==> config.mk <==
export PLATFORM = sky130hd
export DESIGN_NAME = tsw_status_writeback
export DESIGN_NICKNAME = d
export VERILOG_FILES = /design/src/tsw_pkg.sv /design/src/tsw_status_writeback.sv
export SDC_FILE = /design/constraint.sdc
export NUM_CORES = 1
export LEC_CHECK = 0
export BUFFER_PORTS_ARGS = -buffer_cell sky130_fd_sc_hd__buf_2
export CAP_MARGIN = 25
export CORE_MARGIN = 1.5
export CORE_UTILIZATION = 25
export CTS_CLUSTER_DIAMETER = 50
export DETAILED_ROUTE_END_ITERATION = 7
export PLACE_DENSITY = 0.55
export SYNTH_ARGS = -nofsm -noshare
export SYNTH_HDL_FRONTEND = slang
export SYNTH_SLANG_ARGS = --single-unit
==> constraint.sdc <==
create_clock -name clock -period 2.75 [get_ports clock]
set_clock_uncertainty 0.2 [all_clocks]
set_input_delay 0.825 -clock clock [delete_from_list [all_inputs] [get_ports clock]]
set_output_delay 0.825 -clock clock [all_outputs]
set_load 0.02 [all_outputs]
==> src/tsw_pkg.sv <==
// Constants, field layouts and carrier types of the descriptor status write-back
// What this block does
// Clear the active bit when the descriptor's transaction completed.
// Set stalled on babble, error count reaching zero, or received STALL.
// A status update that sets stalled also clears active.
// A STALL answering SETUP also reports the CRC/timeout bit.
// Set the data buffer fault bit on receive overrun or transmit underrun.
// On underrun send a wrong CRC; keep active unless errors reached zero. Isochronous words still retire here.
// On overrun force a timeout so the sender invalidates the transaction.
// Bus activity past the preset time sets babble and stalled.
// Babble ends the current frame at once; resume at next frame index.
// Set NAK seen on a NAK; a NAK answering SETUP also reports CRC/timeout.
// No response within turnaround limit sets the CRC/timeout bit.
// A receive CRC error on IN data sets the CRC/timeout bit.
// Set the bit-stuff fault when received data had over six ones in a row.
// Flag turnaround timeout when no SOP within 16 to 18 bit times of EOP.
// Write all status bits in one write-back before the next descriptor.
package tsw_pkg;

  // ****************************************
  // Status word field positions
  // ****************************************
  localparam int ACTIVE_BIT = 23;
  localparam int STALL_BIT = 22;
  localparam int DBF_BIT = 21;
  localparam int BABBLE_BIT = 20;
  localparam int NAK_BIT = 19;
  localparam int CRCTO_BIT = 18;
  localparam int BITSTUFF_BIT = 17;
  localparam int TURNAROUND_TIMEOUT_FLAG_BIT = 16;
  localparam int CTRL_LSB = 24;
  localparam int RSVD_LSB = 11;
  localparam int RSVD_W = 5;
  localparam int ACTLEN_W = 11;

  // ****************************************
  // Register offsets (byte addresses)
  // ****************************************
  localparam logic [7:0] REG_INT_STATUS = 8'h00;
  localparam logic [7:0] REG_INT_CLEAR = 8'h04;
  localparam logic [7:0] REG_INT_ENABLE = 8'h08;
  localparam logic [7:0] REG_CONTROL = 8'h0c;
  localparam logic [7:0] REG_LAST_STATUS = 8'h10;
  localparam int INT_W = 4;
  localparam logic [INT_W-1:0] INT_RESET = 4'h0;
  localparam int INT_WB_DONE = 0;
  localparam int INT_STALL = 1;
  localparam int INT_BABBLE = 2;
  localparam int INT_ERROR = 3;
  localparam int CTRL_LOW_SPEED = 0;

  // ****************************************
  // Timing: bit times in ps, clock 10 ns
  // ****************************************
  localparam int CLK_PS = 10000;
  localparam int FS_BIT_PS = 83333;
  localparam int LS_BIT_PS = 666667;
  localparam int FS_BIT_CYC = FS_BIT_PS / CLK_PS;
  localparam int LS_BIT_CYC = LS_BIT_PS / CLK_PS;
  localparam int TA_MIN_BITS = 16;
  localparam int TA_MAX_BITS = 18;
  localparam int TA_LIMIT_BITS = (TA_MIN_BITS + TA_MAX_BITS) / 2;

  // ****************************************
  // Carrier types
  // ****************************************
  typedef enum logic [1:0] {HS_NONE = 2'h0, HS_ACK = 2'h1, HS_NAK = 2'h2,
    HS_STALL = 2'h3} tsw_hs_t;

  typedef struct packed {
    logic start;        // Transaction begins, pulse
    logic done;         // Transaction over, pulse
    logic is_setup;
    logic is_in;
    logic is_iso;
    tsw_hs_t hs;        // Handshake seen, valid with done
    logic crc_err;
    logic stuff_err;
    logic overrun;      // Live level while receiving
    logic underrun;     // Live level while transmitting
    logic err_zero;     // Error count reached zero, valid with done
    logic await_resp;   // Waiting for device packet after our EOP
    logic [ACTLEN_W-1:0] actlen;
    logic [31:0] old_word;
  } tsw_txn_t;

endpackage

==> src/tsw_status_writeback.sv <==
// Descriptor status write-back of a full/low-speed USB host controller
`timescale 1ns/10ps
module tsw_status_writeback
(
  input wire logic clock,
  input wire logic sys_rst,
  input wire tsw_pkg::tsw_txn_t txn,
  input wire logic eof_window,
  input wire logic usb_dp,
  input wire logic usb_dm,
  output logic wb_valid,
  input wire logic wb_ready,
  output logic [31:0] wb_word,
  output logic td_busy,
  output logic bad_crc_insert,
  output logic force_timeout,
  output logic frame_abort,
  input wire logic [7:0] reg_addr,
  input wire logic [31:0] reg_wdata,
  input wire logic reg_wr,
  input wire logic reg_rd,
  output logic [31:0] reg_rdata,
  output logic irq
);

  // ****************************************
  // Pin synchronisers, three stages
  // ****************************************
  logic [2:0] dp_sync_reg, dp_sync_next;
  logic [2:0] dm_sync_reg, dm_sync_next;
  logic dp_reg, dp_next;
  logic dm_reg, dm_next;

  // Third stage only updates the accepted level once stages two and three agree
  always_comb
  begin
    dp_sync_next = {dp_sync_reg[1:0], usb_dp};
    dm_sync_next = {dm_sync_reg[1:0], usb_dm};
    dp_next = (dp_sync_reg[1] == dp_sync_reg[2]) ? dp_sync_reg[2] : dp_reg;
    dm_next = (dm_sync_reg[1] == dm_sync_reg[2]) ? dm_sync_reg[2] : dm_reg;
  end

  always_ff @(posedge clock)
  begin
    if (sys_rst)
    begin
      // Start at full-speed idle J so no false SE0-to-J edge follows reset
      dp_sync_reg <= 3'h7;
      dm_sync_reg <= 3'h0;
      dp_reg <= 1'b1;
      dm_reg <= 1'b0;
    end
    else
    begin
      dp_sync_reg <= dp_sync_next;
      dm_sync_reg <= dm_sync_next;
      dp_reg <= dp_next;
      dm_reg <= dm_next;
    end
  end

  // ****************************************
  // Register file
  // ****************************************
  logic [tsw_pkg::INT_W-1:0] int_stat_reg, int_stat_next;
  logic [tsw_pkg::INT_W-1:0] int_en_reg, int_en_next;
  logic [tsw_pkg::INT_W-1:0] int_evt;
  logic ctrl_ls_reg, ctrl_ls_next;
  logic [31:0] last_word_reg, last_word_next;
  logic [31:0] rdata_reg, rdata_next;

  // Set wins over clear so an event in the clearing cycle is kept
  always_comb
  begin
    int_stat_next = int_stat_reg;
    int_en_next = int_en_reg;
    ctrl_ls_next = ctrl_ls_reg;
    rdata_next = 32'h0;
    if (reg_wr && reg_addr == tsw_pkg::REG_INT_CLEAR)
      int_stat_next = int_stat_reg & ~reg_wdata[tsw_pkg::INT_W-1:0];
    int_stat_next = int_stat_next | int_evt;
    if (reg_wr && reg_addr == tsw_pkg::REG_INT_ENABLE)
      int_en_next = reg_wdata[tsw_pkg::INT_W-1:0];
    if (reg_wr && reg_addr == tsw_pkg::REG_CONTROL)
      ctrl_ls_next = reg_wdata[tsw_pkg::CTRL_LOW_SPEED];
    if (reg_rd)
    begin
      case (reg_addr)
        tsw_pkg::REG_INT_STATUS:
          rdata_next = {28'h0, int_stat_reg};
        tsw_pkg::REG_INT_ENABLE:
          rdata_next = {28'h0, int_en_reg};
        tsw_pkg::REG_CONTROL:
          rdata_next = {31'h0, ctrl_ls_reg};
        tsw_pkg::REG_LAST_STATUS:
          rdata_next = last_word_reg;
        default:
          rdata_next = 32'h0; // Unmapped and write-only read as zero
      endcase
    end
  end

  always_ff @(posedge clock)
  begin
    if (sys_rst)
    begin
      int_stat_reg <= tsw_pkg::INT_RESET;
      int_en_reg <= tsw_pkg::INT_RESET;
      ctrl_ls_reg <= 1'b0;
      rdata_reg <= 32'h0;
    end
    else
    begin
      int_stat_reg <= int_stat_next;
      int_en_reg <= int_en_next;
      ctrl_ls_reg <= ctrl_ls_next;
      rdata_reg <= rdata_next;
    end
  end

  assign reg_rdata = rdata_reg;
  assign irq = |(int_stat_reg & int_en_reg);

  // ****************************************
  // Bit-time divider and line decode
  // ****************************************
  localparam logic [6:0] FS_RELOAD = 7'(tsw_pkg::FS_BIT_CYC - 1);
  localparam logic [6:0] LS_RELOAD = 7'(tsw_pkg::LS_BIT_CYC - 1);
  logic [6:0] div_reg, div_next;
  logic bit_tick;
  logic line_j, line_k, line_se0;

  // Low speed swaps the meaning of J and K on the data pair
  assign line_se0 = ~dp_reg & ~dm_reg;
  assign line_j = ctrl_ls_reg ? (~dp_reg & dm_reg) : (dp_reg & ~dm_reg);
  assign line_k = ctrl_ls_reg ? (dp_reg & ~dm_reg) : (~dp_reg & dm_reg);
  assign bit_tick = (div_reg == 7'h0);

  // Integer division; the full-speed bit runs slightly fast, near the low end of 16..18
  always_comb
  begin
    if (bit_tick)
      div_next = ctrl_ls_reg ? LS_RELOAD : FS_RELOAD;
    else
      div_next = div_reg - 7'h1;
  end

  always_ff @(posedge clock)
  begin
    if (sys_rst)
      div_reg <= 7'h0;
    else
      div_reg <= div_next;
  end

  // ****************************************
  // Turnaround timer and babble watch
  // ****************************************
  localparam logic [4:0] TA_LIMIT = 5'(tsw_pkg::TA_LIMIT_BITS);
  logic se0_d_reg, se0_d_next;
  logic ta_run_reg, ta_run_next;
  logic [4:0] ta_cnt_reg, ta_cnt_next;
  logic ta_expire;

  assign ta_expire = ta_run_reg && bit_tick && ta_cnt_reg == TA_LIMIT - 5'h1;

  // Timer starts at the SE0-to-idle edge of our EOP and stops on a K state
  always_comb
  begin
    se0_d_next = line_se0;
    ta_run_next = ta_run_reg;
    ta_cnt_next = ta_cnt_reg;
    if (txn.await_resp && se0_d_reg && line_j && !ta_run_reg)
    begin
      ta_run_next = 1'b1;
      ta_cnt_next = 5'h0;
    end
    else if (ta_run_reg)
    begin
      if (line_k || !txn.await_resp || ta_expire)
        ta_run_next = 1'b0;
      else if (bit_tick)
        ta_cnt_next = ta_cnt_reg + 5'h1;
    end
  end

  always_ff @(posedge clock)
  begin
    if (sys_rst)
    begin
      se0_d_reg <= 1'b0;
      ta_run_reg <= 1'b0;
      ta_cnt_reg <= 5'h0;
    end
    else
    begin
      se0_d_reg <= se0_d_next;
      ta_run_reg <= ta_run_next;
      ta_cnt_reg <= ta_cnt_next;
    end
  end

  // ****************************************
  // Per-transaction event capture
  // ****************************************
  logic turnaround_timeout_flag_seen_reg, turnaround_timeout_flag_seen_next;
  logic babble_seen_reg, babble_seen_next;
  logic over_seen_reg, over_seen_next;
  logic under_seen_reg, under_seen_next;
  logic babble_evt;
  logic abort_reg, abort_next;
  logic crc_reg, crc_next;
  logic fto_reg, fto_next;

  // Any non-idle line inside the end-of-frame window counts as babble
  assign babble_evt = eof_window && !line_j;

  // A start clears the capture, but an event in the same cycle still sets it
  always_comb
  begin
    turnaround_timeout_flag_seen_next = (turnaround_timeout_flag_seen_reg && !txn.start) || ta_expire;
    babble_seen_next = (babble_seen_reg && !txn.start) || babble_evt;
    over_seen_next = (over_seen_reg && !txn.start) || txn.overrun;
    under_seen_next = (under_seen_reg && !txn.start) || txn.underrun;
    abort_next = babble_evt && !babble_seen_reg;
    crc_next = txn.underrun || (under_seen_reg && !txn.start);
    fto_next = txn.overrun || (over_seen_reg && !txn.start);
  end

  always_ff @(posedge clock)
  begin
    if (sys_rst)
    begin
      turnaround_timeout_flag_seen_reg <= 1'b0;
      babble_seen_reg <= 1'b0;
      over_seen_reg <= 1'b0;
      under_seen_reg <= 1'b0;
      abort_reg <= 1'b0;
      crc_reg <= 1'b0;
      fto_reg <= 1'b0;
    end
    else
    begin
      turnaround_timeout_flag_seen_reg <= turnaround_timeout_flag_seen_next;
      babble_seen_reg <= babble_seen_next;
      over_seen_reg <= over_seen_next;
      under_seen_reg <= under_seen_next;
      abort_reg <= abort_next;
      crc_reg <= crc_next;
      fto_reg <= fto_next;
    end
  end

  assign frame_abort = abort_reg;
  assign bad_crc_insert = crc_reg;
  assign force_timeout = fto_reg;

  // ****************************************
  // Status word build and write-back
  // ****************************************
  typedef enum logic [1:0] {ST_IDLE = 2'b01, ST_WRITE = 2'b10} tsw_state_t;
  tsw_state_t state_reg, state_next;
  logic [31:0] word_reg, word_next;
  logic stall_b, dbf_b, babble_b, nak_b, crcto_b, active_b, timeout_b;
  logic [31:0] word_new;

  // Decode the outcome of the finished transaction into descriptor bits
  always_comb
  begin
    babble_b = babble_seen_reg || babble_evt;
    dbf_b = over_seen_reg || under_seen_reg;
    nak_b = txn.hs == tsw_pkg::HS_NAK;
    timeout_b = turnaround_timeout_flag_seen_reg || ta_expire ||
      (txn.hs == tsw_pkg::HS_NONE && !txn.is_iso && !dbf_b);
    stall_b = babble_b || txn.err_zero || txn.hs == tsw_pkg::HS_STALL;
    crcto_b = timeout_b
      || (txn.is_in && txn.crc_err)
      || (txn.is_setup && txn.hs == tsw_pkg::HS_STALL)
      || (txn.is_setup && nak_b);
    active_b = txn.old_word[tsw_pkg::ACTIVE_BIT];
    if (txn.hs == tsw_pkg::HS_ACK || txn.is_iso)
      active_b = 1'b0;
    // Isochronous words always retire, even after an underrun
    if (under_seen_reg && !txn.err_zero && !txn.is_iso)
      active_b = txn.old_word[tsw_pkg::ACTIVE_BIT];
    if (stall_b)
      active_b = 1'b0;
    word_new = txn.old_word;
    word_new[tsw_pkg::ACTIVE_BIT] = active_b;
    word_new[tsw_pkg::STALL_BIT] = stall_b;
    word_new[tsw_pkg::DBF_BIT] = dbf_b;
    word_new[tsw_pkg::BABBLE_BIT] = babble_b;
    word_new[tsw_pkg::NAK_BIT] = nak_b;
    word_new[tsw_pkg::CRCTO_BIT] = crcto_b;
    word_new[tsw_pkg::BITSTUFF_BIT] = txn.stuff_err;
    word_new[tsw_pkg::TURNAROUND_TIMEOUT_FLAG_BIT] = turnaround_timeout_flag_seen_reg || ta_expire;
    word_new[tsw_pkg::RSVD_LSB +: tsw_pkg::RSVD_W] = 5'h0;
    word_new[tsw_pkg::ACTLEN_W-1:0] = txn.actlen;
  end

  // One write of the whole word; td_busy holds off the next descriptor
  always_comb
  begin
    state_next = state_reg;
    word_next = word_reg;
    last_word_next = last_word_reg;
    int_evt = 4'h0;
    case (state_reg)
      ST_IDLE:
        if (txn.done)
        begin
          word_next = word_new;
          state_next = ST_WRITE;
        end
      ST_WRITE:
        if (wb_ready)
        begin
          last_word_next = word_reg;
          int_evt[tsw_pkg::INT_WB_DONE] = 1'b1;
          int_evt[tsw_pkg::INT_STALL] = word_reg[tsw_pkg::STALL_BIT];
          int_evt[tsw_pkg::INT_BABBLE] = word_reg[tsw_pkg::BABBLE_BIT];
          int_evt[tsw_pkg::INT_ERROR] = word_reg[tsw_pkg::CRCTO_BIT] |
            word_reg[tsw_pkg::DBF_BIT] | word_reg[tsw_pkg::BITSTUFF_BIT];
          state_next = ST_IDLE;
        end
      default:
        state_next = ST_IDLE;
    endcase
  end

  always_ff @(posedge clock)
  begin
    if (sys_rst)
    begin
      state_reg <= ST_IDLE;
      word_reg <= 32'h0;
      last_word_reg <= 32'h0;
    end
    else
    begin
      state_reg <= state_next;
      word_reg <= word_next;
      last_word_reg <= last_word_next;
    end
  end

  assign wb_valid = (state_reg == ST_WRITE);
  assign wb_word = word_reg;
  assign td_busy = (state_reg == ST_WRITE);

endmodule // tsw_status_writeback

# Word level (Yosys, flattened, before mapping)
# Cells that the tools add are included.
word_totals:
  elab_cells: 121
  output_inout_bits: 70
  register_bits: 124
  inputBits: 104
classes:
  n_bitwise: 13
  n_reduce_logical: 55
  eq_ne: 14
  n_addsub: 2
  mux: 17
ops:
  columns: ["operator", "n"]
  rows:
  - ["32-bit one-hot mux with 4 select lines", 1]
  - ["1-bit logical AND", 21]
  - ["8-bit by 4-bit equality test with 1-bit output (second input constant)", 2]
  - ["1-bit logical OR", 16]
  - ["7-bit two-way mux", 2]
  - ["4-bit two-way mux", 3]
  - ["4-bit bitwise AND", 2]
  - ["8-bit by 3-bit equality test with 1-bit output (second input constant)", 1]
  - ["8-bit by 5-bit equality test with 1-bit output (second input constant)", 1]
  - ["1-bit logical NOT", 8]
  - ["8-bit logical NOT", 1]
  - ["1-bit two-way mux", 8]
  - ["7-bit logical NOT", 1]
  - ["7-bit by 1-bit subtractor with 7-bit output (second input constant)", 1]
  - ["2-bit equality test (second input constant)", 3]
  - ["2-bit AND reduction", 3]
  - ["5-bit by 1-bit adder with 5-bit output (second input constant)", 1]
  - ["5-bit equality test (second input constant)", 1]
  - ["2-bit by 1-bit equality test with 1-bit output (second input constant)", 2]
  - ["2-bit two-way mux", 2]
  - ["2-bit inequality test (second input constant)", 2]
  - ["1-bit inverter", 4]
  - ["4-bit inverter", 1]
  - ["4-bit OR", 1]
  - ["other kinds (8)", 13]

# Longest topological paths before layout
logic_depth:
  ltp_word: 9
  ltp_mapped: 7
  mapped_depth_nobuf: 6

# Least setup slack after synthesis
# Ideal clock, no wire load.
synth_timing:
  kind: "in2reg"
  start: "in reg_addr[7]"
  end: "reg rdata_reg[10] (netlist: reg_rdata[10])"
  required_time_ns: 2.491
  setup_slack_ns: 0.529
  setup_time_ns: 0.059
  path_buffers: 1
  arrival_ns: 1.962
  path_stages: 5
  path_cell_list: "nor4_4 > nand4bb_2 > nor4b_4 > buf_2 > and2_1"
synth_between:
  elab_chain_cells: 2
  word_cells_on_any_way: 5
  cone_classes: "eq/ne (3); mux (1); reduce/logical (1)"
synth_lines:
  columns: ["element", "line_no", "rtl"]
  rows:
  - ["start: declaration", "tsw_status_writeback.sv:18", "input wire logic [7:0] reg_addr,"]
  - ["8-bit by 5-bit equality test with 1-bit output (tied with other cells)", "tsw_status_writeback.sv:88", "case (reg_addr)"]
  - ["32-bit one-hot mux with 4 select lines *", "tsw_status_writeback.sv:88", null]
  - ["end signal: assignment", "tsw_status_writeback.sv:117", "rdata_reg <= rdata_next;"]
  - ["end: declaration", "tsw_status_writeback.sv:70", "logic [31:0] rdata_reg, rdata_next;"]
# Every way passes the cells marked *; elsewhere a longest branch is shown, timed or not.
# A chain may end at the register's enable or synchronous reset.

# Worst setup path after layout
layout_timing:
  start: "reg state_reg[1]"
  end: "out td_busy"
layout_between:
  elab_chain_cells: 1
layout_lines:
  columns: ["element", "line_no", "rtl"]
  rows:
  - ["start: declaration", "tsw_status_writeback.sv:262", "tsw_state_t state_reg, state_next;"]
  - ["start signal: assignment", "tsw_status_writeback.sv:341", "state_reg <= state_next;"]
  - ["2-bit equality test", "tsw_status_writeback.sv:349", "assign td_busy = (state_reg == ST_WRITE);"]
  - ["end: declaration", "tsw_status_writeback.sv:14", "output logic td_busy,"]
# Every way passes these cells.

==> flow_summary.json <==
{
  "final_common_cell": "dfxtp_1",
  "place.gp.congestion": 0.7174,
  "initial_core_util": 0.2576,
  "critical_path.top_delay_family": "flip-flops",
  "ant_nets": 0,
  "drc_errors": 0,
  "dieArea_sq_mm": 0.01869,
  "ys_ff_latch": 119,
  "cp_max_fo": 5,
  "clk_pin_slew_ps": 50,
  "synth_area_leaders": "dfxtp_1 53%, nand2_1 9.0%, a21oi_1 7.8%",
  "diodes": 0,
  "finalSetupTns_ps": 0,
  "first_pass_iters": 6,
  "grt_overflow": 0,
  "fmax_ghz": 0.4269,
  "grt_util_all_layers": 0.1244,
  "grt_pass1_vias": 3364,
  "finalCritPeriodShare": 0.8518,
  "drv_cap": 0,
  "post_cts_resized": 0,
  "synth_xor_area_frac": 0.007837,
  "max_slew_margin": 0.5936,
  "yosys_most_used_dff": "dfxtp_1",
  "place_area_sq_mm": 0.005258,
  "p_leak_nw": 2.432,
  "hpwl_microns": 7946,
  "synth_compound_gate_area_share": 0.1357,
  "synth_cell_types": 51,
  "finalHoldViolations": 0,
  "row_count": 48,
  "clock_sinks": 119,
  "fin_area_sq_mm": 0.005818,
  "power_frac_seq": 0.425,
  "synth_top_family_by_area": "simple AND/OR/NAND/NOR gates",
  "muxShareOfSynthArea": 0.02267,
  "cts_setup_buffers": 0,
  "powerDensity_mw_per_mm2": 762.8,
  "outcome": "complete, no violations",
  "critical-path-max-stage-delay_ps": 350,
  "io_buffers": 112,
  "wl_per_cell_microns": 13.10,
  "clkLatencyLatePin_ps": 410,
  "fp.dieW_microns": 136.7,
  "yosys.area_share.simple": 0.2390,
  "total_power_w": 0.004438,
  "rsz0062_at_grt": "no",
  "wl_microns": 11090,
  "finalSetupViolations": 0,
  "synth-edff-count": 0,
  "yosysWarnings": 0,
  "vias": 3665,
  "report.final.slew_viol_count": 0,
  "core_area_sq_mm": 0.01736,
  "cts_tree": "done",
  "internal-power_w": 0.003289,
  "area_delta_synth_final_pct": 30.14,
  "pwr-share-clk": 0.462,
  "p_sw_w": 0.001149,
  "grt_pass1_wl_microns": 17390,
  "hold_buffers": 0,
  "critPathArrivalTime_ps": 1320,
  "hp-class": "reg -> reg",
  "setup.worst_path.class": "reg -> out",
  "drt-initial-drc-count": 106,
  "grt_max_degree": 88,
  "nNetsFinal": 717,
  "period_needed_ps": 2342,
  "h-tree-depth": 4,
  "clockRootBuffer": "clkbuf_16",
  "most-common-layout-cells": "119 x dfxtp_1, 112 x buf_2, 107 x nand2_1",
  "cp_cell_sequence": "nor2b_1 -> buf_2",
  "synth_top_area_frac": 0.5329,
  "tightest_slew_ps": 609.0,
  "antenna_found_initial": 0,
  "vias_per_cell": 4.327,
  "crit_path_top_delay_cell": "dfxtp_1",
  "combPwrFrac": 0.113,
  "die_y_microns": 136.7,
  "synthCells": 499,
  "mappedNetlistArea_sq_mm": 0.004471,
  "start_kind": "flip-flop",
  "drive_above_1_share": 0.2605,
  "cts_max_path_buffers": 2,
  "timing.critical_path.buf_inv": 1,
  "cts_made_buffers": 17,
  "critPathRequiredTime_ps": 1730,
  "endpoint_kind": "output port",
  "syn_avg_cell_area_sq_um": 8.959,
  "ios": 174,
  "vdd_drop_max_mv": 0.4622,
  "synth_adder_area_share": 0.01120,
  "synthArstFlopShare": 0,
  "synth.yosys.seq_area_share": 0.5329,
  "swShare": 0.2589,
  "yosysTopAreaCell": "dfxtp_1"
}
## cells in the mapped netlist, types with 5 or more instances
master / n
a311oi_1: 6
dfxtp_1: 119
mux2i_1: 9
nor3_1: 11
clkbuf_1: 20
a21oi_1: 70
inv_1: 9
nor2b_1: 8
nand3b_1: 5
nor2_1: 27
buf_4: 11
nand2_1: 107
and2_1: 24
## worst reg2reg max path: stages (launching register included)
cell,delay [ps]
dfxtp_1,350
nor2b_1,330
and2_1,470
buf_4,340
nand2_1,90
a21oi_1,140
## metrics by stage
stage	hold WS, ps	worst slack [ps]	util	cells
6_report	202.8	407.5	0.3352	847
5_1_grt	206.8	342.9	0.3352	847
4_1_cts	203.3	405.7	0.3352	847
3_5_place_dp	196.9	242.8	0.3029	815
3_3_place_gp	192.4	249.1	0.3029	815
2_1_floorplan	189.5	529.4	-	508
## cell type report
class                      count  area [sq um]
timing repair buffer         120         658.1
clock buffer                  21         460.4
tap                          225         281.5
clock inverter                11         100.1
inverter                       9         33.78
fill                        1844         11540
multi-input combinational    342          1902
sequential                   119          2382
## final timing paths
kind,to,slack [ps],cells past startpoint,startpoint
max reg2reg,last_word_reg[8],750,5,state_reg[1]
min,dp_sync_reg[1],200,1,dp_sync_reg[0]
min reg2reg,dp_sync_reg[1],200,1,dp_sync_reg[0]
max,td_busy,410,2,state_reg[1]
## routing by layer
layer	wire length (microns)	global-route usage	vias up
met4	127	0.04433	0
li1	-	-	1898
met2	5065	0.1971	93
met1	5301	0.1564	1665
met5	0	0	-
met3	598	0.04259	9
## logic make-up after synthesis
family | after synthesis
AO/OA/AOI/OAI | 102
XOR/XNOR | 4
adder cells (fa/ha/maj) | 4
buffers and inverters | 47
flip-flops | 119
multiplexers | 10
other | 1
AND/OR/NAND/NOR | 212
## power by group through the flow
stage	registers [W]	logic, W	clock network, W
6_report	0.00188	0.000503	0.00205
5_1_grt	0.00190	0.000568	0.00221
4_1_cts	0.00189	0.000506	0.00212
3_5_place_dp	0.00192	0.000503	0
3_3_place_gp	0.00192	0.000505	0
2_1_floorplan	0.00194	0.000332	0
No activity file was read; power rests on OpenSTA's default activity.
